<file path="src/core/stack_addr_pkg.sv">
/*
 Constants shared by the stack pointer and operand-address logic of a 16-bit core.
 Assumes a byte-addressed 16-bit data space and a 23-bit program counter.
*/
package stack_addr_pkg;
   localparam int          DATA_W       = 16;
   localparam int          PC_W         = 23;
   localparam int          DIRECT_W     = 13;
   localparam int          LIT_W        = 5;
   localparam int          LIT10_W      = 10;
   localparam logic [15:0] SP_RESET     = 16'h1000;
   localparam logic [15:0] WORD_STEP    = 16'h0002;
   localparam logic [15:0] BYTE_STEP    = 16'h0001;
   localparam logic [15:0] NEAR_LIMIT   = 16'h1FFF;
   localparam logic [3:0]  REG_ZERO     = 4'h0;
   localparam logic [3:0]  REG_FRAME    = 4'hE;
   localparam logic [3:0]  REG_STACK    = 4'hF;
   localparam int          NUM_REGS     = 16;

   // Operand addressing modes.
   typedef enum logic [2:0] {
      MODE_DIRECT   = 3'h0,
      MODE_INDIRECT = 3'h1,
      MODE_POST_INC = 3'h3,
      MODE_POST_DEC = 3'h2,
      MODE_PRE_INC  = 3'h6,
      MODE_PRE_DEC  = 3'h7,
      MODE_LIT5     = 3'h5,
      MODE_LIT10    = 3'h4
   } addr_mode_e;

   // Stack sequencer states, Gray coded along the two-word save only; return jumps from 00 to 11.
   typedef enum logic [1:0] {
      ST_IDLE  = 2'b00,
      ST_WORD1 = 2'b01,
      ST_WORD2 = 2'b11
   } stack_state_e;
endpackage : stack_addr_pkg

</file>
<file path="src/core/stack_addr_unit.sv">
/*
 Stack pointer and operand effective-address unit of a 16-bit core.
 Assumes the core presents one request per cycle while o_busy is low, and that
 memory accepts the address and data driven on the stack and operand ports.
*/
`timescale 1ns/1ps
`default_nettype none
module stack_addr_unit
   import stack_addr_pkg::*;
(
   input  wire logic              i_sys_clk,      // Core clock, 100 MHz.
   input  wire logic              i_resetn,       // Any device reset, low.
   input  wire logic              i_sp_wr,        // Software write of stack pointer.
   input  wire logic [15:0]       i_sp_wdata,     // Value written.
   input  wire logic              i_fp_wr,        // Software write of frame pointer.
   input  wire logic [15:0]       i_fp_wdata,     // Value written.
   input  wire logic              i_frame_pointer_active, // Frame pointer in stack use.
   input  wire logic              i_push,         // Push one data word.
   input  wire logic              i_pop,          // Pop one data word.
   input  wire logic [15:0]       i_push_data,    // Word to push.
   input  wire logic              i_call,         // Save PC for a call.
   input  wire logic              i_exception,    // Save PC for an exception.
   input  wire logic              i_return,       // Remove a two-word PC frame.
   input  wire logic [PC_W-1:0]   i_pc,           // Program counter to save.
   input  wire logic [7:0]        i_status_low_byte, // Low byte of cpu_status_reg.
   input  wire logic              i_op_req,       // Operand address request.
   input  wire logic              i_op_file,      // File-register form.
   input  wire logic              i_op_move,      // Move with full 16-bit address.
   input  wire logic [15:0]       i_op_field,     // Direct address or literal.
   input  wire logic [3:0]        i_base_reg,     // base_operand_reg index.
   input  wire logic [3:0]        i_src_reg,      // Second operand register.
   input  wire logic [2:0]        i_mode,         // Second operand addressing mode.
   input  wire logic              i_byte_op,      // Byte operation, step of one.
   input  wire logic              i_reg_wr,       // Write a working register.
   input  wire logic [3:0]        i_reg_waddr,    // Its index.
   input  wire logic [15:0]       i_reg_wdata,    // Its value.
   output logic [15:0]            o_soft_stack_pointer, // Current stack pointer.
   output logic [15:0]            o_frame_pointer_reg,  // Current frame pointer.
   output logic                   o_stk_we,       // Stack write strobe.
   output logic                   o_stk_re,       // Stack read strobe.
   output logic [15:0]            o_stk_addr,     // Unpaged stack address.
   output logic [15:0]            o_stk_wdata,    // Stack write data.
   output logic                   o_busy,         // Two-word save or return in progress.
   output logic                   o_op_valid,     // Operand address valid.
   output logic [15:0]            o_op_addr,      // Effective address.
   output logic                   o_op_is_lit,    // Operand is a literal.
   output logic [15:0]            o_op_lit,       // Zero-extended literal.
   output logic                   o_op_unpaged,   // Address bypasses paging.
   output logic [3:0]             o_base_operand_reg, // Operand 1 register.
   output logic [3:0]             o_dest_reg      // Default destination.
);
   typedef struct packed {
      stack_state_e state;
      logic [15:0]  sp;
      logic [15:0]  fp;
      logic [15:0]  hi_word;
      logic         stk_we;
      logic         stk_re;
      logic [15:0]  stk_addr;
      logic [15:0]  stk_wdata;
      logic         busy;
      logic         op_valid;
      logic [15:0]  op_addr;
      logic         op_is_lit;
      logic [15:0]  op_lit;
      logic         op_unpaged;
      logic [3:0]   base;
      logic [3:0]   dest;
      logic         pend_update;
      logic [3:0]   upd_reg;
      logic [15:0]  upd_val;
   } state_s;

   state_s st_r;
   state_s st_nxt;

   logic [15:0] reg_rdata;
   logic [15:0] step;
   logic [15:0] ptr;
   logic        rf_we;
   logic [3:0]  rf_waddr;
   logic [15:0] rf_wdata;

   // Pending indirect pointer updates have priority over a core write.
   assign rf_we    = st_r.pend_update | i_reg_wr;
   assign rf_waddr = st_r.pend_update ? st_r.upd_reg : i_reg_waddr;
   assign rf_wdata = st_r.pend_update ? st_r.upd_val : i_reg_wdata;

   work_reg_file #(.WIDTH(DATA_W), .DEPTH(NUM_REGS)) u_regs (
      .i_sys_clk (i_sys_clk),
      .i_resetn  (i_resetn),
      .i_we      (rf_we),
      .i_waddr   (rf_waddr),
      .i_wdata   (rf_wdata),
      .i_raddr   (i_src_reg),
      .o_rdata   (reg_rdata)
   );

   assign step = i_byte_op ? BYTE_STEP : WORD_STEP;
   // Stack and frame pointers live here; other registers come from the file.
   assign ptr  = (i_src_reg == REG_STACK) ? st_r.sp :
                 (i_src_reg == REG_FRAME) ? st_r.fp : reg_rdata;

   // Next-state logic for stack sequencing and operand address generation.
   always_comb begin
      st_nxt             = st_r;
      st_nxt.stk_we      = 1'b0;
      st_nxt.stk_re      = 1'b0;
      st_nxt.op_valid    = 1'b0;
      st_nxt.pend_update = 1'b0;
      case (st_r.state)
         ST_IDLE: begin
            if (i_call || i_exception) begin
               st_nxt.stk_we    = 1'b1;
               st_nxt.stk_addr  = st_r.sp;
               st_nxt.stk_wdata = i_pc[15:0];
               // Call pads with zeros, exception keeps the status low byte.
               st_nxt.hi_word   = i_exception ? {i_status_low_byte, 1'b0, i_pc[22:16]}
                                              : {8'h00, 1'b0, i_pc[22:16]};
               st_nxt.sp        = st_r.sp + WORD_STEP;
               st_nxt.busy      = 1'b1;
               st_nxt.state     = ST_WORD1;
            end else if (i_return) begin
               st_nxt.sp     = st_r.sp - WORD_STEP;
               st_nxt.stk_re = 1'b1;
               st_nxt.stk_addr = st_r.sp - WORD_STEP;
               st_nxt.busy   = 1'b1;
               st_nxt.state  = ST_WORD2;
            end else if (i_push) begin
               st_nxt.stk_we    = 1'b1;
               st_nxt.stk_addr  = st_r.sp;
               st_nxt.stk_wdata = i_push_data;
               st_nxt.sp        = st_r.sp + WORD_STEP;
            end else if (i_pop) begin
               st_nxt.sp       = st_r.sp - WORD_STEP;
               st_nxt.stk_re   = 1'b1;
               st_nxt.stk_addr = st_r.sp - WORD_STEP;
            end else if (i_sp_wr) begin
               st_nxt.sp = {i_sp_wdata[15:1], 1'b0};
            end
            if (i_fp_wr) begin
               st_nxt.fp = i_fp_wdata;
            end
         end
         ST_WORD1: begin
            st_nxt.stk_we    = 1'b1;
            st_nxt.stk_addr  = st_r.sp;
            st_nxt.stk_wdata = st_r.hi_word;
            st_nxt.sp        = st_r.sp + WORD_STEP;
            st_nxt.busy      = 1'b0;
            st_nxt.state     = ST_IDLE;
         end
         ST_WORD2: begin
            st_nxt.sp       = st_r.sp - WORD_STEP;
            st_nxt.stk_re   = 1'b1;
            st_nxt.stk_addr = st_r.sp - WORD_STEP;
            st_nxt.busy     = 1'b0;
            st_nxt.state    = ST_IDLE;
         end
         default: begin
            st_nxt.state = ST_IDLE;
            st_nxt.busy  = 1'b0;
         end
      endcase

      // Operand address; the register file read lags one cycle, so the
      // request registers with the previous cycle's read index held stable.
      if (i_op_req) begin
         st_nxt.op_valid   = 1'b1;
         st_nxt.op_is_lit  = 1'b0;
         st_nxt.op_lit     = 16'h0000;
         st_nxt.base       = i_base_reg;
         st_nxt.dest       = REG_ZERO;
         st_nxt.op_unpaged = (i_src_reg == REG_STACK) ||
                             ((i_src_reg == REG_FRAME) && i_frame_pointer_active);
         if (i_op_file) begin
            st_nxt.op_addr = {3'b000, i_op_field[DIRECT_W-1:0]};
         end else if (i_op_move) begin
            st_nxt.op_addr = i_op_field;
         end else begin
            case (i_mode)
               MODE_DIRECT, MODE_INDIRECT: st_nxt.op_addr = ptr;
               MODE_POST_INC: begin
                  st_nxt.op_addr = ptr;
                  st_nxt.pend_update = 1'b1;
                  st_nxt.upd_val = ptr + step;
               end
               MODE_POST_DEC: begin
                  st_nxt.op_addr = ptr;
                  st_nxt.pend_update = 1'b1;
                  st_nxt.upd_val = ptr - step;
               end
               MODE_PRE_INC: begin
                  st_nxt.op_addr = ptr + step;
                  st_nxt.pend_update = 1'b1;
                  st_nxt.upd_val = ptr + step;
               end
               MODE_PRE_DEC: begin
                  st_nxt.op_addr = ptr - step;
                  st_nxt.pend_update = 1'b1;
                  st_nxt.upd_val = ptr - step;
               end
               MODE_LIT5: begin
                  st_nxt.op_is_lit = 1'b1;
                  st_nxt.op_lit = {11'h000, i_op_field[LIT_W-1:0]};
                  st_nxt.op_addr = 16'h0000;
               end
               MODE_LIT10: begin
                  st_nxt.op_is_lit = 1'b1;
                  st_nxt.op_lit = {6'h00, i_op_field[LIT10_W-1:0]};
                  st_nxt.op_addr = 16'h0000;
               end
               default: st_nxt.op_addr = ptr;
            endcase
            st_nxt.upd_reg = i_src_reg;
            // Stack and frame pointers are not held in the file, so they take the
            // modified value here; otherwise indirect modes could not move them.
            if (st_nxt.pend_update && i_src_reg == REG_STACK) begin
               st_nxt.sp = st_nxt.upd_val;
            end
            if (st_nxt.pend_update && i_src_reg == REG_FRAME) begin
               st_nxt.fp = st_nxt.upd_val;
            end
            if (i_src_reg == REG_STACK || i_src_reg == REG_FRAME) begin
               st_nxt.pend_update = 1'b0;
            end
         end
      end
      st_nxt.sp[0] = 1'b0;
   end

   // Single state register; reset restores the stack pointer for early traps.
   always_ff @(posedge i_sys_clk or negedge i_resetn) begin
      if (!i_resetn) begin
         st_r       <= '0;
         st_r.state <= ST_IDLE;
         st_r.sp    <= SP_RESET;
      end else begin
         st_r <= st_nxt;
      end
   end

   assign o_soft_stack_pointer = st_r.sp;
   assign o_frame_pointer_reg  = st_r.fp;
   assign o_stk_we             = st_r.stk_we;
   assign o_stk_re             = st_r.stk_re;
   assign o_stk_addr           = st_r.stk_addr;
   assign o_stk_wdata          = st_r.stk_wdata;
   assign o_busy               = st_r.busy;
   assign o_op_valid           = st_r.op_valid;
   assign o_op_addr            = st_r.op_addr;
   assign o_op_is_lit          = st_r.op_is_lit;
   assign o_op_lit             = st_r.op_lit;
   assign o_op_unpaged         = st_r.op_unpaged;
   assign o_base_operand_reg   = st_r.base;
   assign o_dest_reg           = st_r.dest;
endmodule : stack_addr_unit
`default_nettype wire

</file>
<file path="src/core/work_reg_file.sv">
/*
 Sixteen-entry working register file with registered read data.
 Assumes writes and reads are issued by the owning sequencer on the same clock.
*/
`timescale 1ns/1ps
`default_nettype none
module work_reg_file
   import stack_addr_pkg::*;
#(
   parameter int WIDTH = DATA_W,
   parameter int DEPTH = NUM_REGS
) (
   input  wire logic                     i_sys_clk,   // Core clock.
   input  wire logic                     i_resetn,    // Asynchronous reset, low.
   input  wire logic                     i_we,        // Write strobe.
   input  wire logic [$clog2(DEPTH)-1:0] i_waddr,     // Write index.
   input  wire logic [WIDTH-1:0]         i_wdata,     // Write data.
   input  wire logic [$clog2(DEPTH)-1:0] i_raddr,     // Read index.
   output logic      [WIDTH-1:0]         o_rdata      // Registered read data.
);
   initial begin
      if (DEPTH < 2) $error("work_reg_file needs at least two entries");
   end

   logic [WIDTH-1:0] mem_r [DEPTH];

   // Storage has no reset; the sequencer owns initial values it cares about.
   always_ff @(posedge i_sys_clk) begin
      if (i_we) begin
         mem_r[i_waddr] <= i_wdata;
      end
   end

   // Read data comes from a register so the read path has one clean stage.
   always_ff @(posedge i_sys_clk or negedge i_resetn) begin
      if (!i_resetn) begin
         o_rdata <= '0;
      end else begin
         o_rdata <= mem_r[i_raddr];
      end
   end
endmodule : work_reg_file
`default_nettype wire

</file>
<file path="config.mk">
export PLATFORM = sky130hd
export DESIGN_NAME = stack_addr_unit
export DESIGN_NICKNAME = d
export VERILOG_FILES = /design/src/core/stack_addr_pkg.sv /design/src/core/stack_addr_unit.sv /design/src/core/work_reg_file.sv
export SDC_FILE = /design/constraint.sdc
export NUM_CORES = 1
export LEC_CHECK = 0
export BUFFER_PORTS_ARGS = -buffer_cell sky130_fd_sc_hd__buf_2
export CORE_ASPECT_RATIO = 0.75
export CORE_MARGIN = 2
export CORE_UTILIZATION = 53
export CTS_CLUSTER_DIAMETER = 150
export DETAILED_ROUTE_END_ITERATION = 10
export GPL_TIMING_DRIVEN = 0
export PLACE_DENSITY = 0.88
export SETUP_SLACK_MARGIN = 0.15
export SLEW_MARGIN = 0
export SYNTH_ARGS = -nofsm -noshare
export SYNTH_HDL_FRONTEND = slang
export SYNTH_SLANG_ARGS = --single-unit
</file>
<file path="constraint.sdc">
create_clock -name i_sys_clk -period 2.43 [get_ports i_sys_clk]
set_input_delay 0 -clock i_sys_clk [delete_from_list [all_inputs] [get_ports i_sys_clk]]
set_output_delay 0 -clock i_sys_clk [all_outputs]
set_load 0.02 [all_outputs]
</file>
==> impl_metrics.toml <==
[status]
run_status = "finished with violations"
violations_in_the_final_reports = "max-capacitance violations, max-slew violations, negative setup slack"

[grt]
gr-total-overflow = 0
antenna_found_initial = 4
grt_first_pass_wirelength_um = 100000
grtUsageTotal_pct = 35.3
grt_pass1_vias = 16000
grt_start_max_net_pins = 80

[power_and_ir_drop]
peakVddDrop_mv = 0.768
leakagePower_nw = 10.3
cellPowerDensity_nw_per_um2 = 909
switchingPower_mw = 8.46
post-layout-total-power_mw = 23.6
clock_power_share_pct = 27.1
sequentialPowerShare_pct = 38.6
power_report.internal_total_mw = 15.1
power.share.combinational_pct = 34.3
switching_share_pct = 35.9

[timing]
finalClockSkew_ps = 22.3
rsz0062_at_grt = "yes"
timing.final.max_slew_violations = 1
setup_viol_count_final = 56
worst-slew-pin-transition_ps = 1500
layout_worst_path_cycle_share_pct = 120
hold-worst-slack_ps = 18.6
finalWorstPathRequiredPeriod_ps = 2920
timing.slew.headroom_pct = -0.0589
timing_hold_violations_final = 0
finalWorstSetupSlack_ps = -491
clock.fmax_mhz = 342

[drt]
post_drt_wl_per_cell_um = 27.8
drt_iter0_drc = 2718
drc = 0
number_of_optimization_iterations_in_the_first_detailed_route_pass = 8
vias = 16700
detail_route.vias_per_cell = 6.57
routed_wl_um = 70800
postRouteAntennaNets = 0

[layout]
layout-drive-gt1-share_pct = 39.1
max_flop_register = "u_regs.mem_r"
post_layout_nets = 2157
layout-area-overhead-vs-synth_pct = 31.0
stdcell_count = 2543
finalInstanceArea_um2 = 25900
reg.largest.list = "u_regs.mem_r (256), st_r (38)"
flip_flop_count_of_the_largest_register_all_copies_and_words_added = 256

[clocking]
clock_transition_at_the_register_clock_pins_on_the_worst_setup_and_hold_paths_after_cts_ps = 70
cts-root-buf = "sky130_fd_sc_hd__clkbuf_16"
worstSkewPairLatency_ps = 560
cts-buffers-inserted = 41
number_of_clock_sinks_seen_by_cts = 407
tritoncts = "yes"
cts_htree_levels = 2
clock_tree.buffer_depth = 3

[setup_path]
crit_chain = "buf_2 -> mux2_1 -> mux2i_4 -> and3_1 -> buf_2 -> nand4_1 -> mux2i_4 -> xor2_2 -> buf_4 -> o21ai_2"
worst_reg2reg_setup_slack_ps = -490
crit_path_max_fanout = 9
cp-end-kind = "flop"
worst_ep_required_time_ps = 2850
startpoint_type = "flop"
worst_path_largest_cell_delay_ps = 410
timing.critical_path.max_delay_family = "multiplexers"
path_class = "reg -> reg"
timing.critical_path.arrival_ps = 3340
worstPathBufferInverterCount = 3
cpMaxStageDelayCell = "sky130_fd_sc_hd__dfrtp_1"

[synthesis]
postSynthAreaPerCell_um2 = 12.9
synth_cells = 1536
dominantRegCellSynth = "sky130_fd_sc_hd__edfxtp_1"
synth_async_sr_flop_share_pct = 37.1
synth_enable_flop_cells = 256
post_synth_instance_area_um2 = 19800
synth_sequential_area_ratio_pct = 57.9
ys_ff_latch = 407
synth.lib_cells_used.distinct = 82
yosys_warnings = 0

[die]
die_height_um = 171
die_area_um2 = 39000
io_pins = 251
die_w_um = 227
core_area_um2 = 36900
fp-row-count = 61
start_util_pct = 53.6

[place]
place_inst = 2300
numPortBuffers = 232
place.gp.congestion = 0.971
dp_hpwl_um = 45600
detailed_place.area_um2 = 22100

[hold_path]
timing.hold.worst.class = "in -> reg"

[flow_run]
drv.max_cap_violation_count = 1
metrics by stage:
stage                     utilization (%)  setup WS, ps  TNS (ps)
after floorplan                         -          -112     -1320
after global placement               58.8         -1160   -335540
after detailed placement             59.9         -1270    -56730
after CTS                            68.8          -360     -9040
after global routing                 70.2          -524    -20860
final                                70.2          -491    -17500
cells in the final DEF (no fill, tap or decap), types with 14 or more instances in the layout:
cell type,netlist,layout
sky130_fd_sc_hd__buf_4,106,145
sky130_fd_sc_hd__o21ai_0,74,59
sky130_fd_sc_hd__clkbuf_2,0,15
sky130_fd_sc_hd__clkbuf_1,71,58
sky130_fd_sc_hd__edfxtp_1,256,256
sky130_fd_sc_hd__inv_1,26,20
sky130_fd_sc_hd__clkbuf_16,0,42
sky130_fd_sc_hd__a21oi_1,110,86
sky130_fd_sc_hd__mux2i_1,37,26
sky130_fd_sc_hd__nand3_1,28,23
sky130_fd_sc_hd__buf_8,1,14
sky130_fd_sc_hd__a21oi_2,1,22
sky130_fd_sc_hd__a31oi_1,18,17
sky130_fd_sc_hd__dlygate4sd3_1,0,108
sky130_fd_sc_hd__nor2_1,81,59
sky130_fd_sc_hd__and3_1,27,26
sky130_fd_sc_hd__mux4_2,80,80
sky130_fd_sc_hd__buf_6,5,19
sky130_fd_sc_hd__dfrtp_1,150,148
sky130_fd_sc_hd__nor3_1,22,17
sky130_fd_sc_hd__mux2_2,35,35
sky130_fd_sc_hd__a211oi_1,20,20
sky130_fd_sc_hd__nand2_1,130,121
sky130_fd_sc_hd__nor2_4,0,16
sky130_fd_sc_hd__buf_2,14,245
sky130_fd_sc_hd__a22o_1,21,21
power groups by stage:
stage	Combinational [mW]	Clock, mW	Sequential [mW]
floorplan	4.37	0	8.79
global placement	6.19	0	9.04
global route	8.44	6.65	9.12
detailed placement	6.34	0	9.08
finish	8.10	6.39	9.11
CTS	7.29	6.36	8.96
cells in the mapped netlist, drive strengths merged (28+ instances only):
library cell | count | share of area, %
clkbuf | 71 | 1.3
mux2i | 42 | 2.3
o21ai | 80 | 2.0
dfrtp | 150 | 19
mux2 | 38 | 2.2
a21oi | 111 | 2.8
buf | 134 | 4.9
and3 | 28 | 0.91
nor2 | 81 | 1.5
nand3 | 29 | 0.76
mux4 | 80 | 9.1
nand2 | 130 | 2.5
edfxtp | 256 | 39
routing by layer:
metal  vias to the layer above  track usage (%)  part of all wire [%]
met5                         -            0.258                 0.038
met4                         4             14.6                   4.8
met3                       346             10.3                    13
met2                      1502             53.3                    46
met1                      8217             48.4                    37
li1                       6641                -                     -
final cells by class:
cell class | count | area (um^2)
Sequential cell | 407 | 11500
Fill cell | 2327 | 11000
Multi-Input combinational cell | 907 | 8000
Timing Repair Buffer | 412 | 3070
Buffer | 205 | 1320
Clock buffer | 51 | 1100
Tap cell | 504 | 631
Clock inverter | 25 | 231
Inverter | 28 | 111
Antenna cell | 4 | 10.0
worst paths after layout:
path | from | endpoint | cells past startpoint
min reg2reg | o_op_is_lit | o_op_is_lit | 1
max in group asynchronous | i_resetn | o_soft_stack_pointer[12] | 3
max | o_soft_stack_pointer[9] | st_r[14] | 10
min | i_reg_wdata[7] | u_regs.mem_r[0][7] | 2
min in group asynchronous | i_resetn | o_stk_addr[1] | 2
max reg2reg | o_soft_stack_pointer[9] | st_r[14] | 10
repair_timing:
item / CTS / global route
hold buffers: 108 / 0
setup buffers: 39 / 14
hold endpoints to repair: 198 / 0
endpoints found under the setup margin: 245 / 250
cloned: 2 / 0
resized for setup: 128 / 106
pin swaps: 40 / 47
logic make-up after synthesis:
kind of cell / share of synthesized area [%]
buf+inv: 6.76
xor+xnor: 1.06
flops: 57.9
other cells: 0.0189
compound gates: 11.4
mux: 13.6
fa+ha+maj: 0.960
simple gates: 8.34
Note: power is estimated with default switching activity, not from simulation.
